`src/periph_flags_pkg.sv`:
```
// Constants, register map and mode types of the peripheral flag block.
// Assumes a 32-bit classic Wishbone register bus with byte addresses.
package periph_flags_pkg;

    // ****************************************
    // Bus geometry
    // ****************************************
    localparam int ADR_W = 8;
    localparam int DAT_W = 32;
    localparam int SEL_W = 4;

    // ****************************************
    // Register offsets
    // ****************************************
    localparam logic [ADR_W-1:0] OFS_FLAGS = 8'h0C;
    localparam logic [ADR_W-1:0] OFS_ENABLES = 8'h10;
    localparam logic [ADR_W-1:0] OFS_CONTROL = 8'h14;
    localparam logic [ADR_W-1:0] OFS_IRQ_STATUS = 8'h18;
    localparam logic [ADR_W-1:0] OFS_IRQ_MASK = 8'h1C;

    // ****************************************
    // Flag field positions
    // ****************************************
    localparam int BIT_ADC = 6;
    localparam int BIT_SERIAL = 3;
    localparam int BIT_CCP = 2;
    localparam int BIT_TMR2 = 1;
    localparam int BIT_TIMER1_COUNT = 0;
    localparam logic [7:0] FLAG_IMPL_MASK = 8'h4F;

    // ****************************************
    // Control register fields
    // ****************************************
    localparam int CTL_GROUP_EN = 0;
    localparam int CTL_GLOBAL_EN = 1;
    localparam int CTL_CCP_LO = 2;
    localparam int CTL_SERIAL_I2C = 4;
    localparam logic [7:0] CTL_IMPL_MASK = 8'h1F;

    // ****************************************
    // Reset values and timer 1 count limit
    // ****************************************
    localparam logic [7:0] FLAGS_RST = 8'h00;
    localparam logic [7:0] ENABLES_RST = 8'h00;
    localparam logic [7:0] CONTROL_RST = 8'h00;
    localparam logic [7:0] IRQ_STATUS_RST = 8'h00;
    localparam logic [7:0] IRQ_MASK_RST = 8'h00;
    localparam logic [15:0] TIMER1_COUNT_MAX = 16'hFFFF;

    typedef enum logic [1:0] {CCP_CAPTURE, CCP_COMPARE, CCP_PWM} ccp_mode_t;

endpackage

```
`src/periph_event_detect.sv`:
```
// Turns raw peripheral activity into one-cycle flag-set events.
// Assumes every input is synchronous to ref_clk.
`timescale 1ns/10ps
`default_nettype none
module periph_event_detect
    import periph_flags_pkg::*;
(
    input wire logic ref_clk,
    input wire logic srst,
    input wire logic [1:0] ccpMode,
    input wire logic serialI2c,
    input wire logic adcDone,
    input wire logic serialXferDone,
    input wire logic serialStartDone,
    input wire logic serialStopDone,
    input wire logic serialRestartDone,
    input wire logic serialAckDone,
    input wire logic serialIdle,
    input wire logic busStartSeen,
    input wire logic busStopSeen,
    input wire logic ccpCapture,
    input wire logic [15:0] ccpCompareValue,
    input wire logic timer1Tick,
    input wire logic [15:0] timer1_count,
    input wire logic [7:0] timer2Count,
    input wire logic [7:0] timer2_period_value,
    output logic [7:0] events
);
    import periph_flags_pkg::*;

    logic cmpEq;
    logic cmpEqPrev;
    logic t2Eq;
    logic t2EqPrev;
    logic i2cSeq;
    logic i2cBus;

    function automatic logic rise(input logic now, input logic prev);
        return now & ~prev;
    endfunction

    assign cmpEq = (timer1_count == ccpCompareValue);
    assign t2Eq = (timer2Count == timer2_period_value);
    assign i2cSeq = serialStartDone | serialStopDone | serialRestartDone
        | serialAckDone;
    assign i2cBus = serialIdle & (busStartSeen | busStopSeen);

    always_ff @(posedge ref_clk) begin
        if (srst) begin
            cmpEqPrev <= 1'b0;
            t2EqPrev <= 1'b0;
        end else begin
            cmpEqPrev <= cmpEq;
            t2EqPrev <= t2Eq;
        end
    end

    always_comb begin
        events = 8'h00;
        events[BIT_ADC] = adcDone;
        events[BIT_SERIAL] = serialXferDone;
        if (serialI2c) begin
            events[BIT_SERIAL] = serialXferDone | i2cSeq | i2cBus;
        end
        unique case (ccp_mode_t'(ccpMode))
            CCP_CAPTURE: events[BIT_CCP] = ccpCapture;
            CCP_COMPARE: events[BIT_CCP] = rise(cmpEq, cmpEqPrev);
            CCP_PWM: events[BIT_CCP] = 1'b0;
            default: events[BIT_CCP] = 1'b0;
        endcase
        events[BIT_TMR2] = rise(t2Eq, t2EqPrev);
        events[BIT_TIMER1_COUNT] = timer1Tick & (timer1_count == TIMER1_COUNT_MAX);
    end

endmodule // periph_event_detect
`default_nettype wire

```
`src/peripheral_interrupt_flags.sv`:
```
// Peripheral interrupt flag register with enables and a Wishbone slave.
// Assumes a classic Wishbone master on ref_clk; peripheral inputs synchronous.
//
// Implementation choice: register access over Wishbone.
`timescale 1ns/10ps
`default_nettype none

// Functional notes
// - Converter-done flag, bit 6, sets when a conversion completes.
// - Serial flag, bit 3, sets when a transfer finishes, SPI or I2C.
// - In I2C, serial flag sets when an initiated start/stop/restart/ack ends.
// - In I2C, serial flag sets on bus start or stop while port idle.
// - Capture mode: capture/compare flag, bit 2, sets on each capture.
// - Compare mode: flag sets on timer 1 match; PWM mode never sets it.
// - Timer 2 flag, bit 1, sets when timer 2 equals its period.
// - Timer 1 flag, bit 0, sets on timer 1 overflow, held until cleared.
// - Bits 7, 5 and 4 read zero and ignore writes.
// - Flags set on events regardless of any enable bit.
// - Request reaches CPU only with source enable and group enable both set.
module peripheral_interrupt_flags (
    input wire logic ref_clk,
    input wire logic srst,
    input wire logic wb_cyc_i,
    input wire logic wb_stb_i,
    input wire logic wb_we_i,
    input wire logic [periph_flags_pkg::ADR_W-1:0] wb_adr_i,
    input wire logic [periph_flags_pkg::SEL_W-1:0] wb_sel_i,
    input wire logic [periph_flags_pkg::DAT_W-1:0] wb_dat_i,
    output logic [periph_flags_pkg::DAT_W-1:0] wb_dat_o,
    output logic wb_ack_o,
    input wire logic adcDone,
    input wire logic serialXferDone,
    input wire logic serialStartDone,
    input wire logic serialStopDone,
    input wire logic serialRestartDone,
    input wire logic serialAckDone,
    input wire logic serialIdle,
    input wire logic busStartSeen,
    input wire logic busStopSeen,
    input wire logic ccpCapture,
    input wire logic [15:0] ccpCompareValue,
    input wire logic timer1Tick,
    input wire logic [15:0] timer1_count,
    input wire logic [7:0] timer2Count,
    input wire logic [7:0] timer2_period_value,
    output logic [7:0] peripheral_event_flags_1,
    output logic peripheralIrq,
    output logic cpuIrq,
    output logic irq
);
    import periph_flags_pkg::*;

    // ****************************************
    // Storage
    // ****************************************
    logic [7:0] flags;
    logic [7:0] peripheral_event_enables_1;
    logic [7:0] control;
    logic [7:0] irqStatus;
    logic [7:0] irqMask;
    logic [7:0] events;
    logic [7:0] readValue;
    logic [7:0] readSnap;
    logic request;
    logic commit;
    logic wrLane0;
    logic [7:0] pending;

    function automatic logic hit(input logic [ADR_W-1:0] a,
                                 input logic [ADR_W-1:0] ofs);
        return a == ofs;
    endfunction

    // ****************************************
    // Event detection
    // ****************************************
    periph_event_detect u_detect (
        .ref_clk(ref_clk),
        .srst(srst),
        .ccpMode(control[CTL_CCP_LO+1:CTL_CCP_LO]),
        .serialI2c(control[CTL_SERIAL_I2C]),
        .adcDone(adcDone),
        .serialXferDone(serialXferDone),
        .serialStartDone(serialStartDone),
        .serialStopDone(serialStopDone),
        .serialRestartDone(serialRestartDone),
        .serialAckDone(serialAckDone),
        .serialIdle(serialIdle),
        .busStartSeen(busStartSeen),
        .busStopSeen(busStopSeen),
        .ccpCapture(ccpCapture),
        .ccpCompareValue(ccpCompareValue),
        .timer1Tick(timer1Tick),
        .timer1_count(timer1_count),
        .timer2Count(timer2Count),
        .timer2_period_value(timer2_period_value),
        .events(events)
    );

    // ****************************************
    // Bus slave
    // ****************************************
    assign request = wb_cyc_i & wb_stb_i;
    assign commit = request & wb_ack_o;
    assign wrLane0 = commit & wb_we_i & wb_sel_i[0];

    always_comb begin
        readValue = 8'h00;
        if (hit(wb_adr_i, OFS_FLAGS)) begin
            readValue = flags & FLAG_IMPL_MASK;
        end else if (hit(wb_adr_i, OFS_ENABLES)) begin
            readValue = peripheral_event_enables_1 & FLAG_IMPL_MASK;
        end else if (hit(wb_adr_i, OFS_CONTROL)) begin
            readValue = control;
        end else if (hit(wb_adr_i, OFS_IRQ_STATUS)) begin
            readValue = irqStatus;
        end else if (hit(wb_adr_i, OFS_IRQ_MASK)) begin
            readValue = irqMask;
        end
    end

    // Ack one cycle after the request, dropped the cycle after
    always_ff @(posedge ref_clk) begin
        if (srst) begin
            wb_ack_o <= 1'b0;
            wb_dat_o <= '0;
            readSnap <= 8'h00;
        end else begin
            wb_ack_o <= request & ~wb_ack_o;
            if (request & ~wb_ack_o) begin
                wb_dat_o <= {24'h000000, readValue};
                readSnap <= readValue;
            end
        end
    end

    // ****************************************
    // Flag register
    // ****************************************
    // Set wins over a same-cycle software clear
    always_ff @(posedge ref_clk) begin
        if (srst) begin
            flags <= FLAGS_RST;
        end else if (wrLane0 && hit(wb_adr_i, OFS_FLAGS)) begin
            flags <= (wb_dat_i[7:0] & FLAG_IMPL_MASK) | events;
        end else begin
            flags <= flags | events;
        end
    end

    // ****************************************
    // Software control registers
    // ****************************************
    always_ff @(posedge ref_clk) begin
        if (srst) begin
            peripheral_event_enables_1 <= ENABLES_RST;
            control <= CONTROL_RST;
            irqMask <= IRQ_MASK_RST;
        end else if (wrLane0) begin
            if (hit(wb_adr_i, OFS_ENABLES)) begin
                peripheral_event_enables_1 <= wb_dat_i[7:0] & FLAG_IMPL_MASK;
            end
            if (hit(wb_adr_i, OFS_CONTROL)) begin
                control <= wb_dat_i[7:0] & CTL_IMPL_MASK;
            end
            if (hit(wb_adr_i, OFS_IRQ_MASK)) begin
                irqMask <= wb_dat_i[7:0] & FLAG_IMPL_MASK;
            end
        end
    end

    // ****************************************
    // Sticky event status, cleared by read
    // ****************************************
    // Only bits that were returned are cleared
    always_ff @(posedge ref_clk) begin
        if (srst) begin
            irqStatus <= IRQ_STATUS_RST;
        end else if (commit && !wb_we_i && hit(wb_adr_i, OFS_IRQ_STATUS)) begin
            irqStatus <= (irqStatus & ~readSnap) | events;
        end else begin
            irqStatus <= irqStatus | events;
        end
    end

    // ****************************************
    // Outputs
    // ****************************************
    assign pending = flags & peripheral_event_enables_1 & FLAG_IMPL_MASK;

    always_ff @(posedge ref_clk) begin
        if (srst) begin
            peripheral_event_flags_1 <= FLAGS_RST;
            peripheralIrq <= 1'b0;
            cpuIrq <= 1'b0;
            irq <= 1'b0;
        end else begin
            peripheral_event_flags_1 <= flags & FLAG_IMPL_MASK;
            peripheralIrq <= (|pending) & control[CTL_GROUP_EN];
            cpuIrq <= (|pending) & control[CTL_GROUP_EN]
                & control[CTL_GLOBAL_EN];
            irq <= |(irqStatus & irqMask);
        end
    end

endmodule // peripheral_interrupt_flags
`default_nettype wire

```
`config.mk`:
```
export PLATFORM = sky130hd
export DESIGN_NAME = peripheral_interrupt_flags
export DESIGN_NICKNAME = d
export VERILOG_FILES = /design/src/periph_flags_pkg.sv /design/src/periph_event_detect.sv /design/src/peripheral_interrupt_flags.sv
export SDC_FILE = /design/constraint.sdc
export NUM_CORES = 1
export LEC_CHECK = 0
export ABC_AREA = 1
export ABC_CLOCK_PERIOD_IN_PS = 2700
export BUFFER_PORTS_ARGS = -buffer_cell sky130_fd_sc_hd__buf_2
export CAP_MARGIN = 10
export CORE_ASPECT_RATIO = 0.8
export CORE_MARGIN = 2
export CORE_UTILIZATION = 48
export CTS_CLUSTER_DIAMETER = 80
export DETAILED_ROUTE_END_ITERATION = 8
export PLACE_DENSITY = 0.93
export SLEW_MARGIN = 20
export SYNTH_ARGS = -nofsm -noshare
export SYNTH_HDL_FRONTEND = slang
export SYNTH_SLANG_ARGS = --single-unit
```
`constraint.sdc`:
```
create_clock -name ref_clk -period 2.7 [get_ports ref_clk]
set_clock_uncertainty 0.1 [all_clocks]
set_input_delay 0.405 -clock ref_clk [delete_from_list [all_inputs] [get_ports ref_clk]]
set_output_delay 0.405 -clock ref_clk [all_outputs]
set_load 0.02 [all_outputs]
```
After elaboration in Yosys (flattened, before gate mapping) --
Cells that the tools add are included.
Cells by class: eq/ne operators 9, multiplexer cells 9, bitwise gates (word level) 28, reductions and logical operators 10
Operator list (count):
- 8-bit two-way mux | 6
- 8-bit by 5-bit == test with 1-bit output, second input constant | 4
- 8-bit by 7-bit bitwise OR with 8-bit output | 3
- 16-bit == test | 1
- 16-bit == test, second input constant | 1
- 1-bit AND | 11
- 8-bit by 7-bit AND with 8-bit output | 1
- 8-bit AND | 1
- 8-bit by 4-bit == test with 1-bit output, second input constant | 1
- 8-bit == test | 1
- 8-bit NOT | 1
- 8-bit OR reduction | 1
- 7-bit AND | 1
- 7-bit two-way mux | 1
- 7-bit bitwise OR | 1
- 1-bit bitwise OR | 6
- 2-bit AND reduction | 3
- 5-bit OR reduction | 1
- 1-bit logical AND | 3
- 1-bit NOT | 3
- 2-bit by 1-bit == test with 1-bit output, second input constant | 1
- 2-bit logical NOT | 1
- 1-bit case mux with 2 select lines | 1
- 1-bit logical NOT | 1
- 1-bit two-way mux | 1
Word-level totals: register bits after elaboration 53, bits of input ports 108, output and inout port bits 44, logic and storage cells 70

Logic depth before layout (Yosys ltp) --
word-level depth 8, gate-level depth with buffers 11, depth with buffers taken out 11

Hierarchy --
A second synthesis with hierarchy kept.
Unflattened totals: cell total of the unflattened synthesis 416, area total of the unflattened synthesis 2745.1 µm²
Modules (own cells, without submodules):
- peripheral_interrupt_flags | times used 1, cells each 299, area each 2168.3 µm², sequential area each 900.9 µm²
- periph_event_detect | times used 1, cells each 117, area each 576.8 µm², sequential area each 40.0 µm²

Worst setup path before layout --
No wires, ideal clock.
kind register to register, start register wb_ack_o, end register control[0], library setup time 0.120 ns, data arrival time 1.258 ns, required time 2.480 ns, setup slack 1.222 ns, stages on the path, launching flop included 6, buffers on the path 0, period minus slack after synthesis 1.478 ns, cells stage by stage dfxtp_1 nand3_1 nor2_4 nand3_2 o21ai_0 a21oi_1
Between the ends: longest elaborated chain between the ends 4
Ends and longest elaborated chain:
- from (decl) | line peripheral_interrupt_flags.sv:30 | output logic wb_ack_o,
- from (signal assigned) | line peripheral_interrupt_flags.sv:129 | wb_ack_o <= request & ~wb_ack_o;
- 1-bit AND | line peripheral_interrupt_flags.sv:104 | assign commit = request & wb_ack_o;
- 1-bit AND (2 in series) | line peripheral_interrupt_flags.sv:105 | assign wrLane0 = commit & wb_we_i & wb_sel_i[0];
- 2-bit AND reduction (no source line)
- to (signal assigned) | line peripheral_interrupt_flags.sv:164 | control <= wb_dat_i[7:0] & CTL_IMPL_MASK;
- to (decl) | line peripheral_interrupt_flags.sv:58 | logic [7:0] control;
Every way passes these cells. A chain may end at the register's enable or synchronous reset.

Worst setup path after layout --
start register wb_ack_o, end register wb_dat_o[6] (netlist bit)
Between the ends: longest elaborated chain between the ends 2
Ends and longest elaborated chain:
- 1-bit NOT | line peripheral_interrupt_flags.sv:130 | if (request & ~wb_ack_o) begin
- 1-bit AND | line peripheral_interrupt_flags.sv:130
- to (signal assigned) | line peripheral_interrupt_flags.sv:131 | wb_dat_o <= {24'h000000, readValue};
- to (decl) | line peripheral_interrupt_flags.sv:29 | output logic [periph_flags_pkg::DAT_W-1:0] wb_dat_o,
Every way passes these cells.

==> results.py <==
metrics = {
    "run_status": {
        "status": "finished clean",
    },
    "power_and_ir_drop": {
        "combPwrFrac_pct": 14.9,
        "p_per_area_nw_per_um2": 471.9,
        "internal_power_w": 0.001162,
        "switchingPower_w": 0.0003910,
        "netSwitchingFraction_pct": 25.17,
        "power_leakage_nw": 1.705,
        "power_frac_clock_pct": 39.1,
        "vdd_drop_max_uv": 211.0,
        "seqPwrFrac_pct": 46.0,
    },
    "critical_path": {
        "crit_required_ns": 2.80,
        "cp.arrival_ns": 1.73,
        "path_class": "flip-flop to flip-flop",
        "end_kind": "flip-flop",
        "worstPathMaxFanout": 10,
        "worst-path-buf-inv": 1,
        "critical_path.top_delay_family": "simple AND/OR/NAND/NOR gates",
        "timing.critical_path.cells": "nor2_4, clkinv_1, nor2_1, o21ai_0, nor2_1, nor3_1",
        "critical-path-max-stage-delay_ns": 0.35,
        "slowest_stage": "dfxtp_1",
        "cp-start-kind": "flip-flop",
        "crit_path_frequent_cell": "nor2_1",
    },
    "cts": {
        "cts_sinks": 47,
        "post_cts_resized": 0,
        "postCtsSetupRepairBufs": 0,
        "hold_buffers": 0,
        "clk_root_buffer_cell": "clkbuf_8",
        "numCtsBuffers": 5,
        "worstSkewPairLatency_ns": 0.30,
        "ctsHtreeMaxLevel": 2,
        "cts_tree": "yes",
        "clk_pin_slew_ns": 0.09,
        "cts_buffer_depth": 2,
    },
    "synth": {
        "synthCells": 406,
        "synth_top_cell_by_area": "dfxtp_1",
        "synth_top_area_share_pct": 34.72,
        "netlist_area_um2": 2710,
        "yosys_warnings": 0,
        "synth.most_common_cell": "nand2_1",
        "synthDistinctLibCells": 35,
        "synth_seq_cells": 47,
        "synthArstFlopShare_pct": 0,
        "synth_edf_count": 0,
        "syn_area_per_cell_um2": 6.675,
        "ys_top_cells_by_count": "nand2_1, inv_1, nor2_1",
        "yosys-top-cells-area": "dfxtp_1, nand2_1, inv_1, buf_4, nor2_1",
        "synth_flop_cell": "dfxtp_1",
        "seq_area_frac_synth_pct": 34.72,
    },
    "timing": {
        "rsz0062_at_grt": "false",
        "post-route-min-period_ns": 1.629,
        "fmax_ghz": 0.6138,
        "tightest_slew_ns": 0.6236,
        "setup_viol": 0,
        "setup_tns_ns": 0,
        "maxSlewHeadroom_pct": 58.38,
        "slew_viol_final": 0,
        "fin_crit_sh_pct": 60.34,
        "hold_viol": 0,
    },
    "route": {
        "routedWlPerCell_um": 11.37,
        "vias_per_cell": 4.790,
        "wirelength_um": 6608,
        "wl_met3_um": 587,
        "firstDrtPassIters": 5,
        "drtIter0Drc": 220,
        "drc": 0,
        "wl_met1_um": 2864,
        "topRoutingLayerUsed": "met4",
        "vias": 2783,
        "drtAntennaViolNets": 0,
        "wl_met2_um": 3118,
    },
    "placed_design": {
        "dp_cells": 573,
        "place.gp.congestion": 0.9316,
        "place.port_buffers": 95,
        "hpwlAfterDp_um": 5234,
    },
    "cells_and_area": {
        "drive_gt1_share_pct": 24.65,
        "area_growth_syn_to_layout_pct": 21.47,
        "instances_no_fill": 581,
        "diodes": 0,
        "finalNetCount": 610,
        "fillers": 486,
    },
    "floorplanning": {
        "dieArea_um2": 6267,
        "start_util_pct": 49.86,
        "pin_count": 152,
        "die_h_um": 71.21,
        "core_area_um2": 5435,
        "fp-row-count": 24,
        "die_w_um": 88.01,
    },
    "run": {
        "drv_cap": 0,
    },
    "grt": {
        "grt_max_degree": 27,
        "antenna_found_initial": 0,
        "grt_overflow_total": 0,
        "track_usage_pct": 21.52,
        "grt_pass1_wl_um": 10780,
        "grt_pass1_vias": 2569,
    },
    "worst_hold_path": {
        "min_path_type": "input port to flip-flop",
    },
}
## per-layer routing
layer  track usage [%]  vias up
li1                  -     1414
met1             26.82     1226
met2             37.04      136
met3             5.368        7
met4             5.892        0
met5                 0        -
## metrics by stage
step                      power [W]  instance area (um^2)  hold slack, ns  util, %  worst slack, ns
after global routing       0.001616                  3292          0.2869    60.57           0.9454
after CTS                  0.001556                  3292          0.2845    60.57            1.110
after floorplan           0.0008949                  2808          0.3325        -            1.222
final                      0.001553                  3292          0.2825    60.57            1.071
after detailed placement  0.0009593                  3159          0.3553    58.13           0.8801
after global placement    0.0009517                  3159          0.3439    58.13           0.9221
## layout by cell type, fill, tap and decap left out, types with 2 or more instances in the layout
cell type / Yosys / routed
dfxtp_1: 47 / 47
o211ai_1: 6 / 6
nor4_1: 2 / 2
clkbuf_8: 0 / 5
nand2_1: 86 / 86
o21ai_0: 23 / 23
nor2_4: 4 / 4
o21ai_1: 6 / 6
xnor2_1: 6 / 6
nor2_1: 48 / 48
a21oi_1: 26 / 26
nor2_2: 2 / 2
xor2_1: 6 / 6
inv_1: 63 / 63
o32ai_1: 2 / 2
buf_2: 0 / 95
inv_2: 6 / 6
a31oi_1: 2 / 2
nor3_1: 6 / 6
nand4_1: 3 / 3
nand2_2: 2 / 2
bufinv_16: 0 / 2
nand3_1: 14 / 14
nand3_2: 2 / 2
conb_1: 1 / 27
## cell type report
class / count / area (um^2) / area share [%]
Tap cell: 78 / 97.59 / 2.965
Clock buffer: 6 / 72.57 / 2.204
Timing Repair Buffer: 95 / 475.5 / 14.44
Inverter: 71 / 267.8 / 8.134
Multi-Input combinational cell: 282 / 1378 / 41.85
Clock inverter: 2 / 60.06 / 1.824
Sequential cell: 47 / 940.9 / 28.58
## registers in the layout (all words and copies together), names as in the netlist
| name | count |
|---|---|
| peripheralIrq | 1 |
| cpuIrq | 1 |
| peripheral_event_flags_1 | 5 |
| peripheral_event_enables_1 | 5 |
| control | 5 |
| wb_dat_o | 8 |
| flags | 5 |
| u_detect.t2EqPrev | 1 |
| irq | 1 |
| u_detect.cmpEqPrev | 1 |
| irqStatus | 8 |
| irqMask | 5 |
| wb_ack_o | 1 |
## worst register-to-register path: stages (launching register included)
cell and delay [ns]:
dfxtp_1 0.35, nor2_4 0.20, clkinv_1 0.32, nor2_1 0.25, o21ai_0 0.15, nor2_1 0.11
nor3_1 0.05
## power groups by stage
stage | combinational (W) | sequential (W) | clock (W)
floorplan | 0.000157 | 0.000738 | 0
global placement | 0.000221 | 0.000730 | 0
detailed placement | 0.000228 | 0.000731 | 0
CTS | 0.000229 | 0.000715 | 0.000611
global route | 0.000259 | 0.000717 | 0.000641
finish | 0.000231 | 0.000715 | 0.000608
## kinds of logic after synthesis
family	synth area share [%]
buffers and inverters	18.05
other	0.1384
flip-flops	34.72
XOR/XNOR	3.878
AND/OR/NAND/NOR	29.64
AO/OA/AOI/OAI	13.57
## final timing paths
check                      start  cells after the start            to  slack (ns)
setup / recovery        wb_ack_o                      6   wb_dat_o[6]        1.07
hold / removal    serialXferDone                      3      flags[3]        0.28
setup reg to reg        wb_ack_o                      6   wb_dat_o[6]        1.07
hold reg to reg     irqStatus[4]                      2  irqStatus[4]        0.36
Note: power is estimated with default switching activity, not from simulation.
